===== config.mk =====
export PLATFORM = sky130hd
export DESIGN_NAME = rpe_engine
export DESIGN_NICKNAME = d
export VERILOG_FILES = /design/src/hdl/rpe_pkg.sv /design/src/hdl/rpe_engine.sv /design/src/hdl/rpe_pipe_match.sv /design/src/hdl/rpe_sync.sv
export SDC_FILE = /design/constraint.sdc
export NUM_CORES = 1
export LEC_CHECK = 0
export BUFFER_PORTS_ARGS = -buffer_cell sky130_fd_sc_hd__buf_2
export CORE_AREA = 2 2 119 121
export DETAILED_ROUTE_END_ITERATION = 6
export DIE_AREA = 0 0 121 123
export GPL_ROUTABILITY_DRIVEN = 0
export PLACE_DENSITY_LB_ADDON = 0.15
export RECOVER_POWER = 25
export SLEW_MARGIN = 40
export SYNTH_ARGS = -nofsm -noshare
export SYNTH_HDL_FRONTEND = slang
export SYNTH_SLANG_ARGS = --single-unit

===== constraint.sdc =====
create_clock -name clk -period 4.4 [get_ports clk]
set_clock_uncertainty 0.2 [all_clocks]
set_input_delay 0.44 -clock clk [delete_from_list [all_inputs] [get_ports clk]]
set_output_delay 0.44 -clock clk [all_outputs]
set_load 0.02 [all_outputs]

===== src/hdl/rpe_pkg.sv =====
package rpe_pkg;

   // ************************************************
   // Timing
   // ************************************************
   localparam int unsigned CLK_MHZ = 50;
   localparam int unsigned ACT_HOLD_US = 10;
   localparam int unsigned TX_START_US = 210;
   localparam int unsigned RETRY_STEP_US = 256;
   localparam int unsigned ACK_WAIT_US = 256;
   localparam int unsigned ACT_HOLD_CYC = ACT_HOLD_US * CLK_MHZ;
   localparam int unsigned TX_START_CYC = TX_START_US * CLK_MHZ;
   localparam int unsigned RETRY_STEP_CYC = RETRY_STEP_US * CLK_MHZ;
   localparam int unsigned ACK_WAIT_CYC = ACK_WAIT_US * CLK_MHZ;

   // ************************************************
   // Configuration
   // ************************************************
   localparam int unsigned NUM_PIPES = 6;
   localparam logic [5:0] PIPE_EN_RESET = 6'h03;
   localparam logic [3:0] RETRY_DELAY_RESET = 4'h0;
   localparam logic [3:0] RETRY_LIMIT_RESET = 4'h3;
   localparam logic [1:0] PID_RESET = 2'h0;

   typedef struct packed {
      logic [31:0] upper;
      logic [7:0] low0;
      logic [7:0] low1;
      logic [7:0] low2;
      logic [7:0] low3;
      logic [7:0] low4;
      logic [7:0] low5;
   } rpe_addr_cfg_t;

   // Air side: a received frame summary from the modem
   typedef struct packed {
      logic valid;
      logic [39:0] addr;
      logic [1:0] pid;
      logic no_ack;
      logic has_payload;
      logic crc_ok;
   } rpe_rx_frame_t;

   typedef struct packed {
      logic tx_done_event;
      logic rx_ready_event;
      logic retry_limit_event;
   } rpe_events_t;

   typedef enum logic [1:0] {
      RPE_MODE_STBY1,
      RPE_MODE_STBY2,
      RPE_MODE_TX,
      RPE_MODE_RX
   } rpe_mode_t;

endpackage : rpe_pkg


===== src/hdl/rpe_engine.sv =====
`timescale 1ns/1ps
module rpe_engine
   import rpe_pkg::*;
(
   input wire logic clk,
   input wire logic rst_b,
   input wire logic radio_activate,
   input wire logic primary_receiver,
   input wire logic engine_enable,
   input wire logic auto_ack_enable,
   input wire logic [3:0] retry_delay,
   input wire logic [3:0] retry_limit,
   input wire logic [5:0] pipe_enable_bits,
   input rpe_addr_cfg_t pipe_rx_address,
   input wire logic tx_fifo_has_packet,
   input wire logic ack_payload_pending,
   input wire logic air_addr_match,
   input wire logic air_rx_busy,
   input rpe_rx_frame_t air_rx_frame,
   input wire logic air_tx_finished,
   output logic air_tx_start,
   output logic air_tx_is_ack,
   output logic air_ack_with_payload,
   output logic [39:0] air_tx_address,
   output logic [2:0] rx_pipe,
   output logic rx_fifo_load,
   output logic tx_fifo_pop,
   output logic ack_payload_pop,
   output logic crc_force_on,
   output rpe_events_t events,
   output logic radio_interrupt,
   output rpe_mode_t mode,
   output logic [3:0] retry_count
);

   // ************************************************
   // Activate synchroniser and pipe decode
   // ************************************************
   logic act_s;
   logic hit;
   logic [2:0] hit_pipe;

   rpe_sync u_sync (
      .clk(clk),
      .rst_b(rst_b),
      .d(radio_activate),
      .q(act_s)
   );

   rpe_pipe_match u_match (
      .cfg(pipe_rx_address),
      .pipe_en(pipe_enable_bits),
      .addr(air_rx_frame.addr),
      .hit(hit),
      .pipe(hit_pipe)
   );

   function automatic logic [39:0] pipe_addr(input rpe_addr_cfg_t c, input logic [2:0] p);
      logic [7:0] lo;
      lo = c.low0;
      unique case (p)
         3'h1: lo = c.low1;
         3'h2: lo = c.low2;
         3'h3: lo = c.low3;
         3'h4: lo = c.low4;
         3'h5: lo = c.low5;
         default: lo = c.low0;
      endcase
      return {c.upper, lo};
   endfunction : pipe_addr

   // ************************************************
   // Mode machine
   // ************************************************
   typedef enum logic [3:0] {
      ST_IDLE,
      ST_STBY2,
      ST_TX_SETTLE,
      ST_TX_SEND,
      ST_ACK_WAIT,
      ST_ACK_RECV,
      ST_RETRY_WAIT,
      ST_RX_SEARCH,
      ST_RX_ACK_SEND
   } rpe_state_t;

   rpe_state_t st_r, st_nxt;
   logic [19:0] tmr_r, tmr_nxt;
   logic [3:0] rc_r, rc_nxt;
   logic [1:0] last_pid_r [6];
   logic [1:0] last_pid_nxt [6];
   logic [5:0] seen_r, seen_nxt;
   logic [5:0] ackpay_r, ackpay_nxt;
   logic [2:0] pipe_r, pipe_nxt;
   rpe_events_t ev_nxt;
   logic irq_nxt;
   logic start_nxt, is_ack_nxt, withpay_nxt, load_nxt, pop_nxt, apop_nxt;
   logic [39:0] txa_nxt;
   rpe_mode_t mode_nxt;
   logic dup;
   logic [19:0] retry_cyc;

   always_comb begin
      st_nxt = st_r;
      tmr_nxt = tmr_r;
      rc_nxt = rc_r;
      last_pid_nxt = last_pid_r;
      seen_nxt = seen_r;
      ackpay_nxt = ackpay_r;
      pipe_nxt = pipe_r;
      ev_nxt = '0;
      start_nxt = 1'b0;
      is_ack_nxt = air_tx_is_ack;
      withpay_nxt = air_ack_with_payload;
      load_nxt = 1'b0;
      pop_nxt = 1'b0;
      apop_nxt = 1'b0;
      txa_nxt = air_tx_address;
      // Step of 256 us per code, code 0 meaning one step
      retry_cyc = 20'(({16'h0, retry_delay} + 20'h1) * 20'(RETRY_STEP_CYC));
      dup = seen_r[hit_pipe] && (last_pid_r[hit_pipe] == air_rx_frame.pid);
      if (tmr_r != 20'h0) begin
         tmr_nxt = tmr_r - 20'h1;
      end
      unique case (st_r)
         ST_IDLE: begin
            if (act_s && engine_enable) begin
               if (primary_receiver) begin
                  st_nxt = ST_RX_SEARCH;
               end else if (tx_fifo_has_packet) begin
                  st_nxt = ST_TX_SETTLE;
                  tmr_nxt = 20'(TX_START_CYC);
                  rc_nxt = 4'h0;
               end else begin
                  st_nxt = ST_STBY2;
               end
            end
         end
         ST_STBY2: begin
            if (!act_s) begin
               st_nxt = ST_IDLE;
            end else if (tx_fifo_has_packet) begin
               st_nxt = ST_TX_SETTLE;
               tmr_nxt = 20'(TX_START_CYC);
               rc_nxt = 4'h0;
            end
         end
         ST_TX_SETTLE: begin
            if (tmr_r == 20'h0) begin
               st_nxt = ST_TX_SEND;
               start_nxt = 1'b1;
               is_ack_nxt = 1'b0;
               withpay_nxt = 1'b0;
            end
         end
         ST_TX_SEND: begin
            if (air_tx_finished) begin
               st_nxt = ST_ACK_WAIT;
               tmr_nxt = 20'(ACK_WAIT_CYC);
            end
         end
         ST_ACK_WAIT: begin
            if (air_addr_match) begin
               st_nxt = ST_ACK_RECV;
            end else if (tmr_r == 20'h0) begin
               st_nxt = ST_RETRY_WAIT;
               tmr_nxt = retry_cyc;
            end
         end
         ST_ACK_RECV: begin
            if (air_rx_frame.valid) begin
               if (air_rx_frame.crc_ok) begin
                  ev_nxt.tx_done_event = 1'b1;
                  ev_nxt.rx_ready_event = air_rx_frame.has_payload;
                  load_nxt = air_rx_frame.has_payload;
                  pop_nxt = 1'b1;
                  st_nxt = ST_IDLE;
               end else begin
                  st_nxt = ST_RETRY_WAIT;
                  tmr_nxt = retry_cyc;
               end
            end
         end
         ST_RETRY_WAIT: begin
            if (tmr_r == 20'h0) begin
               if (rc_r >= retry_limit) begin
                  ev_nxt.retry_limit_event = 1'b1;
                  st_nxt = ST_IDLE;
               end else begin
                  rc_nxt = rc_r + 4'h1;
                  st_nxt = ST_TX_SEND;
                  start_nxt = 1'b1;
                  is_ack_nxt = 1'b0;
                  withpay_nxt = 1'b0;
               end
            end
         end
         ST_RX_SEARCH: begin
            // Modem busy locks out every pipe, the frame's own included, until the frame ends
            if (!act_s) begin
               st_nxt = ST_IDLE;
            end else if (air_rx_frame.valid && !air_rx_busy && air_rx_frame.crc_ok && hit) begin
               pipe_nxt = hit_pipe;
               if (auto_ack_enable) begin
                  if (ackpay_r[hit_pipe]) begin
                     ev_nxt.tx_done_event = 1'b1;
                     ackpay_nxt[hit_pipe] = 1'b0;
                     apop_nxt = 1'b1;
                  end
                  if (!dup) begin
                     load_nxt = 1'b1;
                     ev_nxt.rx_ready_event = 1'b1;
                  end
                  seen_nxt[hit_pipe] = 1'b1;
                  last_pid_nxt[hit_pipe] = air_rx_frame.pid;
                  if (!air_rx_frame.no_ack) begin
                     st_nxt = ST_RX_ACK_SEND;
                     start_nxt = 1'b1;
                     is_ack_nxt = 1'b1;
                     withpay_nxt = ack_payload_pending;
                     ackpay_nxt[hit_pipe] = ack_payload_pending;
                     txa_nxt = pipe_addr(pipe_rx_address, hit_pipe);
                  end
               end else begin
                  load_nxt = 1'b1;
                  ev_nxt.rx_ready_event = 1'b1;
               end
            end
         end
         ST_RX_ACK_SEND: begin
            if (air_tx_finished) begin
               st_nxt = ST_RX_SEARCH;
            end
         end
         default: st_nxt = ST_IDLE;
      endcase
      irq_nxt = |ev_nxt;
      unique case (st_nxt)
         ST_STBY2, ST_RETRY_WAIT: mode_nxt = RPE_MODE_STBY2;
         ST_TX_SETTLE, ST_TX_SEND, ST_RX_ACK_SEND: mode_nxt = RPE_MODE_TX;
         ST_ACK_WAIT, ST_ACK_RECV, ST_RX_SEARCH: mode_nxt = RPE_MODE_RX;
         default: mode_nxt = RPE_MODE_STBY1;
      endcase
   end

   always_ff @(posedge clk or negedge rst_b) begin
      if (!rst_b) begin
         st_r <= ST_IDLE;
         tmr_r <= 20'h0;
         rc_r <= 4'h0;
         for (int i = 0; i < 6; i++) begin
            last_pid_r[i] <= PID_RESET;
         end
         seen_r <= 6'h0;
         ackpay_r <= 6'h0;
         pipe_r <= 3'h0;
         events <= '0;
         radio_interrupt <= 1'b0;
         air_tx_start <= 1'b0;
         air_tx_is_ack <= 1'b0;
         air_ack_with_payload <= 1'b0;
         air_tx_address <= 40'h0;
         rx_pipe <= 3'h0;
         rx_fifo_load <= 1'b0;
         tx_fifo_pop <= 1'b0;
         ack_payload_pop <= 1'b0;
         crc_force_on <= 1'b0;
         mode <= RPE_MODE_STBY1;
         retry_count <= 4'h0;
      end else begin
         st_r <= st_nxt;
         tmr_r <= tmr_nxt;
         rc_r <= rc_nxt;
         last_pid_r <= last_pid_nxt;
         seen_r <= seen_nxt;
         ackpay_r <= ackpay_nxt;
         pipe_r <= pipe_nxt;
         events <= ev_nxt;
         radio_interrupt <= irq_nxt;
         air_tx_start <= start_nxt;
         air_tx_is_ack <= is_ack_nxt;
         air_ack_with_payload <= withpay_nxt;
         air_tx_address <= txa_nxt;
         rx_pipe <= pipe_nxt;
         rx_fifo_load <= load_nxt;
         tx_fifo_pop <= pop_nxt;
         ack_payload_pop <= apop_nxt;
         crc_force_on <= engine_enable;
         mode <= mode_nxt;
         retry_count <= rc_nxt;
      end
   end

endmodule : rpe_engine


===== src/hdl/rpe_pipe_match.sv =====
`timescale 1ns/1ps
module rpe_pipe_match
   import rpe_pkg::*;
(
   input rpe_addr_cfg_t cfg,
   input wire logic [5:0] pipe_en,
   input wire logic [39:0] addr,
   output logic hit,
   output logic [2:0] pipe
);
   logic [5:0] m;
   logic [7:0] lows [6];

   // ************************************************
   // Six comparators side by side
   // ************************************************
   always_comb begin
      lows[0] = cfg.low0;
      lows[1] = cfg.low1;
      lows[2] = cfg.low2;
      lows[3] = cfg.low3;
      lows[4] = cfg.low4;
      lows[5] = cfg.low5;
      for (int i = 0; i < 6; i++) begin
         m[i] = pipe_en[i] && (addr[39:8] == cfg.upper) && (addr[7:0] == lows[i]);
      end
      hit = 1'b0;
      pipe = 3'h0;
      // Lowest pipe wins so one packet lands on exactly one pipe
      for (int i = 5; i >= 0; i--) begin
         if (m[i]) begin
            hit = 1'b1;
            pipe = 3'(i);
         end
      end
   end
endmodule : rpe_pipe_match


===== src/hdl/rpe_sync.sv =====
`timescale 1ns/1ps
module rpe_sync
   import rpe_pkg::*;
(
   input wire logic clk,
   input wire logic rst_b,
   input wire logic d,
   output logic q
);
   logic s1_r;
   logic s1_nxt;
   logic q_nxt;

   always_comb begin
      s1_nxt = d;
      q_nxt = s1_r;
   end

   always_ff @(posedge clk or negedge rst_b) begin
      if (!rst_b) begin
         s1_r <= 1'b0;
         q <= 1'b0;
      end else begin
         s1_r <= s1_nxt;
         q <= q_nxt;
      end
   end
endmodule : rpe_sync


==> metrics.md <==
| Metric | Value |
|---|---|
| Final WL | `18800 um` |
| Primary FF master, synth | `dfrtp_1` |
| Wire length on met2 | `9660 um` |
| F_max | `0.281 GHz` |
| Setup CP Type | `flop to flop` |
| Initial Utilization | `51.8%` |
| Via count | `6160` |
| Crit-path max FO | `13` |
| Antenna Nets Post-Route | `0` |
| Total Power | `2.97 mW` |
| Combinational fraction of design power | `31.8%` |
| Cell area after layout | `8490 sq um` |
| DRC | `0` |
| P_sw | `1.06 mW` |
| Cells after Synth | `709` |
| Core Util, Final | `just over 60%` |
| Mapped Nets | `883` |
| Total track usage | `~26%` |
| Count leader, synth | `dfrtp_1` |
| Layout cells sized above 1 | `33.6%` |
| Nets@finish | `1078` |
| Synth cell count leaders | `dfrtp_1 (109), nand2_1 (61), xor2_1 (60)` |
| Congestion Overflow GR | `0` |
| Hold Path Class | `primary input to flop` |
| Post-DP HPWL | `14900 um` |
| Htree depth | `3` |
| VDD IR max | `between 0.0002 and 0.00025 V` |
| Total internal power | `1.91 mW` |
| Synth warnings | `0` |
| DIE WIDTH | `between 100 and 150 um` |
| # IOs | `~210` |
| Post-synthesis async set-or-reset flop share | `100%` |
| Sequential area share after synthesis | `between 30 and 40%` |
| Synth-to-layout area growth | `20.5%` |
| Global-route wire length before repair | `~30000 um` |
| Clock Latency Late Sink | `350 ps` |
| TritonRoute pass-1 iters | `5` |
| Clk pwr share | `26.6%` |
| Post-synth EDFFs | `0` |
| Netlist cell types | `71` |
| Sw Ratio | `35.6%` |
| Largest cells by area after synthesis | `dfrtp_1 (39%), xor2_1 (7.5%), mux2_2 (7.2%)` |
| Post-CTS Setup Bufs | `0` |
| CTS Buf Count | `9` |
| Uppermost layer routed | `met5` |
| Die ar. | `14900 sq um` |
| Synth Cell Area | `7050 sq um` |
| Startpoint types | `flop` |
| Worst EP arrival | `3590 ps` |
| Yosys reg bits | `109` |
| CTS Root Cell | `clkbuf_16` |
| Failing checks | `max-capacitance violations, max-slew violations` |
| Met1 wire length | `~7600 um` |
| Largest net degree at the start of global routing | `80` |
| Die span in y | `123 um` |
| Slew headroom | `-31.5%` |
| Detailed Route Iter0 Violations | `between 400 and 500` |
| Sink Count | `109` |
| CTS tree | `yes` |
| Synth top area share | `38.7%` |
| Post_cts resized | `0` |
| Vias in the first global route | `6237` |
| Max_cap viols | `1` |
| Place WS | `590 ps` |
| Final setup fails | `0` |
| Port bufs | `210` |
| Yosys top cell by area | `dfrtp_1` |
| WP data required | `roughly 4400 ps` |
| Reg clk slew, reported paths | `70 ps` |
| Vias per cell | `5.66` |
| Final WS setup | `847 ps` |
| Final Slew Violations | `80` |
| Pwr dens | `350 nW/um^2` |
| Routed len/inst | `~17 um` |
| Final Hold Viols | `0` |
| Crit share post-route | `80.8%` |
| RSZ-0062 raised after global routing | `false` |
| Leak | `roughly 4.3 nW` |
| Placed Area | `8200 sq um` |
| Ant diodes | `0` |
| Post-Route Setup TNS | `0 ps` |
| Clock buffer depth | `2` |
| Min Clock Period, post-route | `approximately 3600 ps` |
| Reg power frac | `about two fifths` |
| Slew @ Worst Pin | `1970 ps` |
| CORE AREA | `approximately 14000 sq um` |
| Synth Area per Inst | `between 9 and 10 sq um` |
| Met3 routed WL | `975 um` |
| Status | `finished with violations` |
| Placement Rows | `43` |
| CP endpoint kind | `flop` |
| Initial antenna violation count | `1` |
power by group through the flow:
stage / Sequential [mW] / Clock [mW] / Combinational (mW)
final: 1.24 / 0.792 / 0.945
after floorplan: 1.22 / 0 / 0.698
after global placement: 1.25 / 0 / 0.913
after CTS: 1.23 / 0.805 / 0.952
after detailed placement: 1.25 / 0 / 0.945
after global routing: 1.26 / 0.846 / 1.06
timing repair:
item / 4_1_cts / 5_1_grt
endpoints found under the setup margin: 0 / 0
hold buffers: 2 / 0
hold endpoints to repair: 79 / 0
placed cells by master, fill, tap and decap left out, types with 4 or more instances in the layout:
cell type,instances
or3_1,8
buf_2,208
nor2b_1,5
nand2b_1,17
dfrtp_1,109
a31oi_1,7
nor2_1,24
ha_1,23
clkbuf_16,9
and2_1,4
mux2_2,45
o22ai_1,13
nand3_1,14
o21ai_0,34
nor3_1,27
nor4_1,18
a21o_1,6
xnor2_1,49
o221ai_1,4
a21oi_1,19
nand2_1,61
inv_1,20
mux2_1,4
buf_4,5
xor2_1,60
o21bai_1,4
mux2i_1,21
nand4_1,14
nand3b_1,4
or3_4,5
critical path: stages, from the launching register on:
cell and delay, ps:
dfrtp_1 430, or3_1 440, or4_1 480, or3_4 430, nor4_4 220, nand3_4 210, nor4_2 500, a31o_2 200
mux2_2 330
kinds of logic after synthesis:
group                    count (synthesis)  share of synthesized area [%]
buffers and inverters                   53                           3.71
adder cells (fa/ha/maj)                 23                           4.08
AND/OR/NAND/NOR                        227                           18.1
XOR/XNOR                               109                           13.5
multiplexers                            70                           10.8
flip-flops                             109                           38.7
AO/OA/AOI/OAI                          118                           11.1
state kept, by name, summed over array words and instances, names as in the netlist, 2 cells and up, named ones only:
register,count
air_tx_address,40
events,3
last_pid_r,12
mode,2
pipe_r,3
rc_r,4
seen_r,6
st_r,4
tmr_r,20
final timing paths:
path | from | endpoint | slack, ps | depth (start not counted)
max | tmr_r[9] | air_ack_with_payload | 850 | 8
min | engine_enable | crc_force_on | 90 | 1
max reg2reg | tmr_r[9] | air_ack_with_payload | 850 | 8
min reg2reg | u_sync.q_nxt | u_sync.q | 170 | 0
max in group asynchronous | rst_b | tmr_r[18] | 1690 | 3
min in group asynchronous | rst_b | air_tx_address[4] | 980 | 2
area by class of cell:
type | count | area [sq um]
Clock inverter | 5 | 45.0
Timing Repair Buffer | 217 | 1110
Multi-Input combinational cell | 547 | 4070
Sequential cell | 109 | 2730
Clock buffer | 10 | 239
Fill cell | 1183 | 5120
Tap cell | 180 | 225
Inverter | 20 | 75.1
routing by layer:
| metal | track usage, % | vias up |
|---|---|---|
| li1 | - | 2918 |
| met4 | 11.8 | 2 |
| met3 | 4.61 | 49 |
| met2 | 45.4 | 226 |
| met1 | 30.9 | 2965 |
| met5 | 0 | - |
stage by stage:
step                      hold slack [ps]  instances
after floorplan                     -55.6        709
after global placement                152       1071
after detailed placement              153       1071
after CTS                            48.1       1088
after global routing                 70.4       1088
final                                86.7       1088
(Power assumes the default switching activity.)
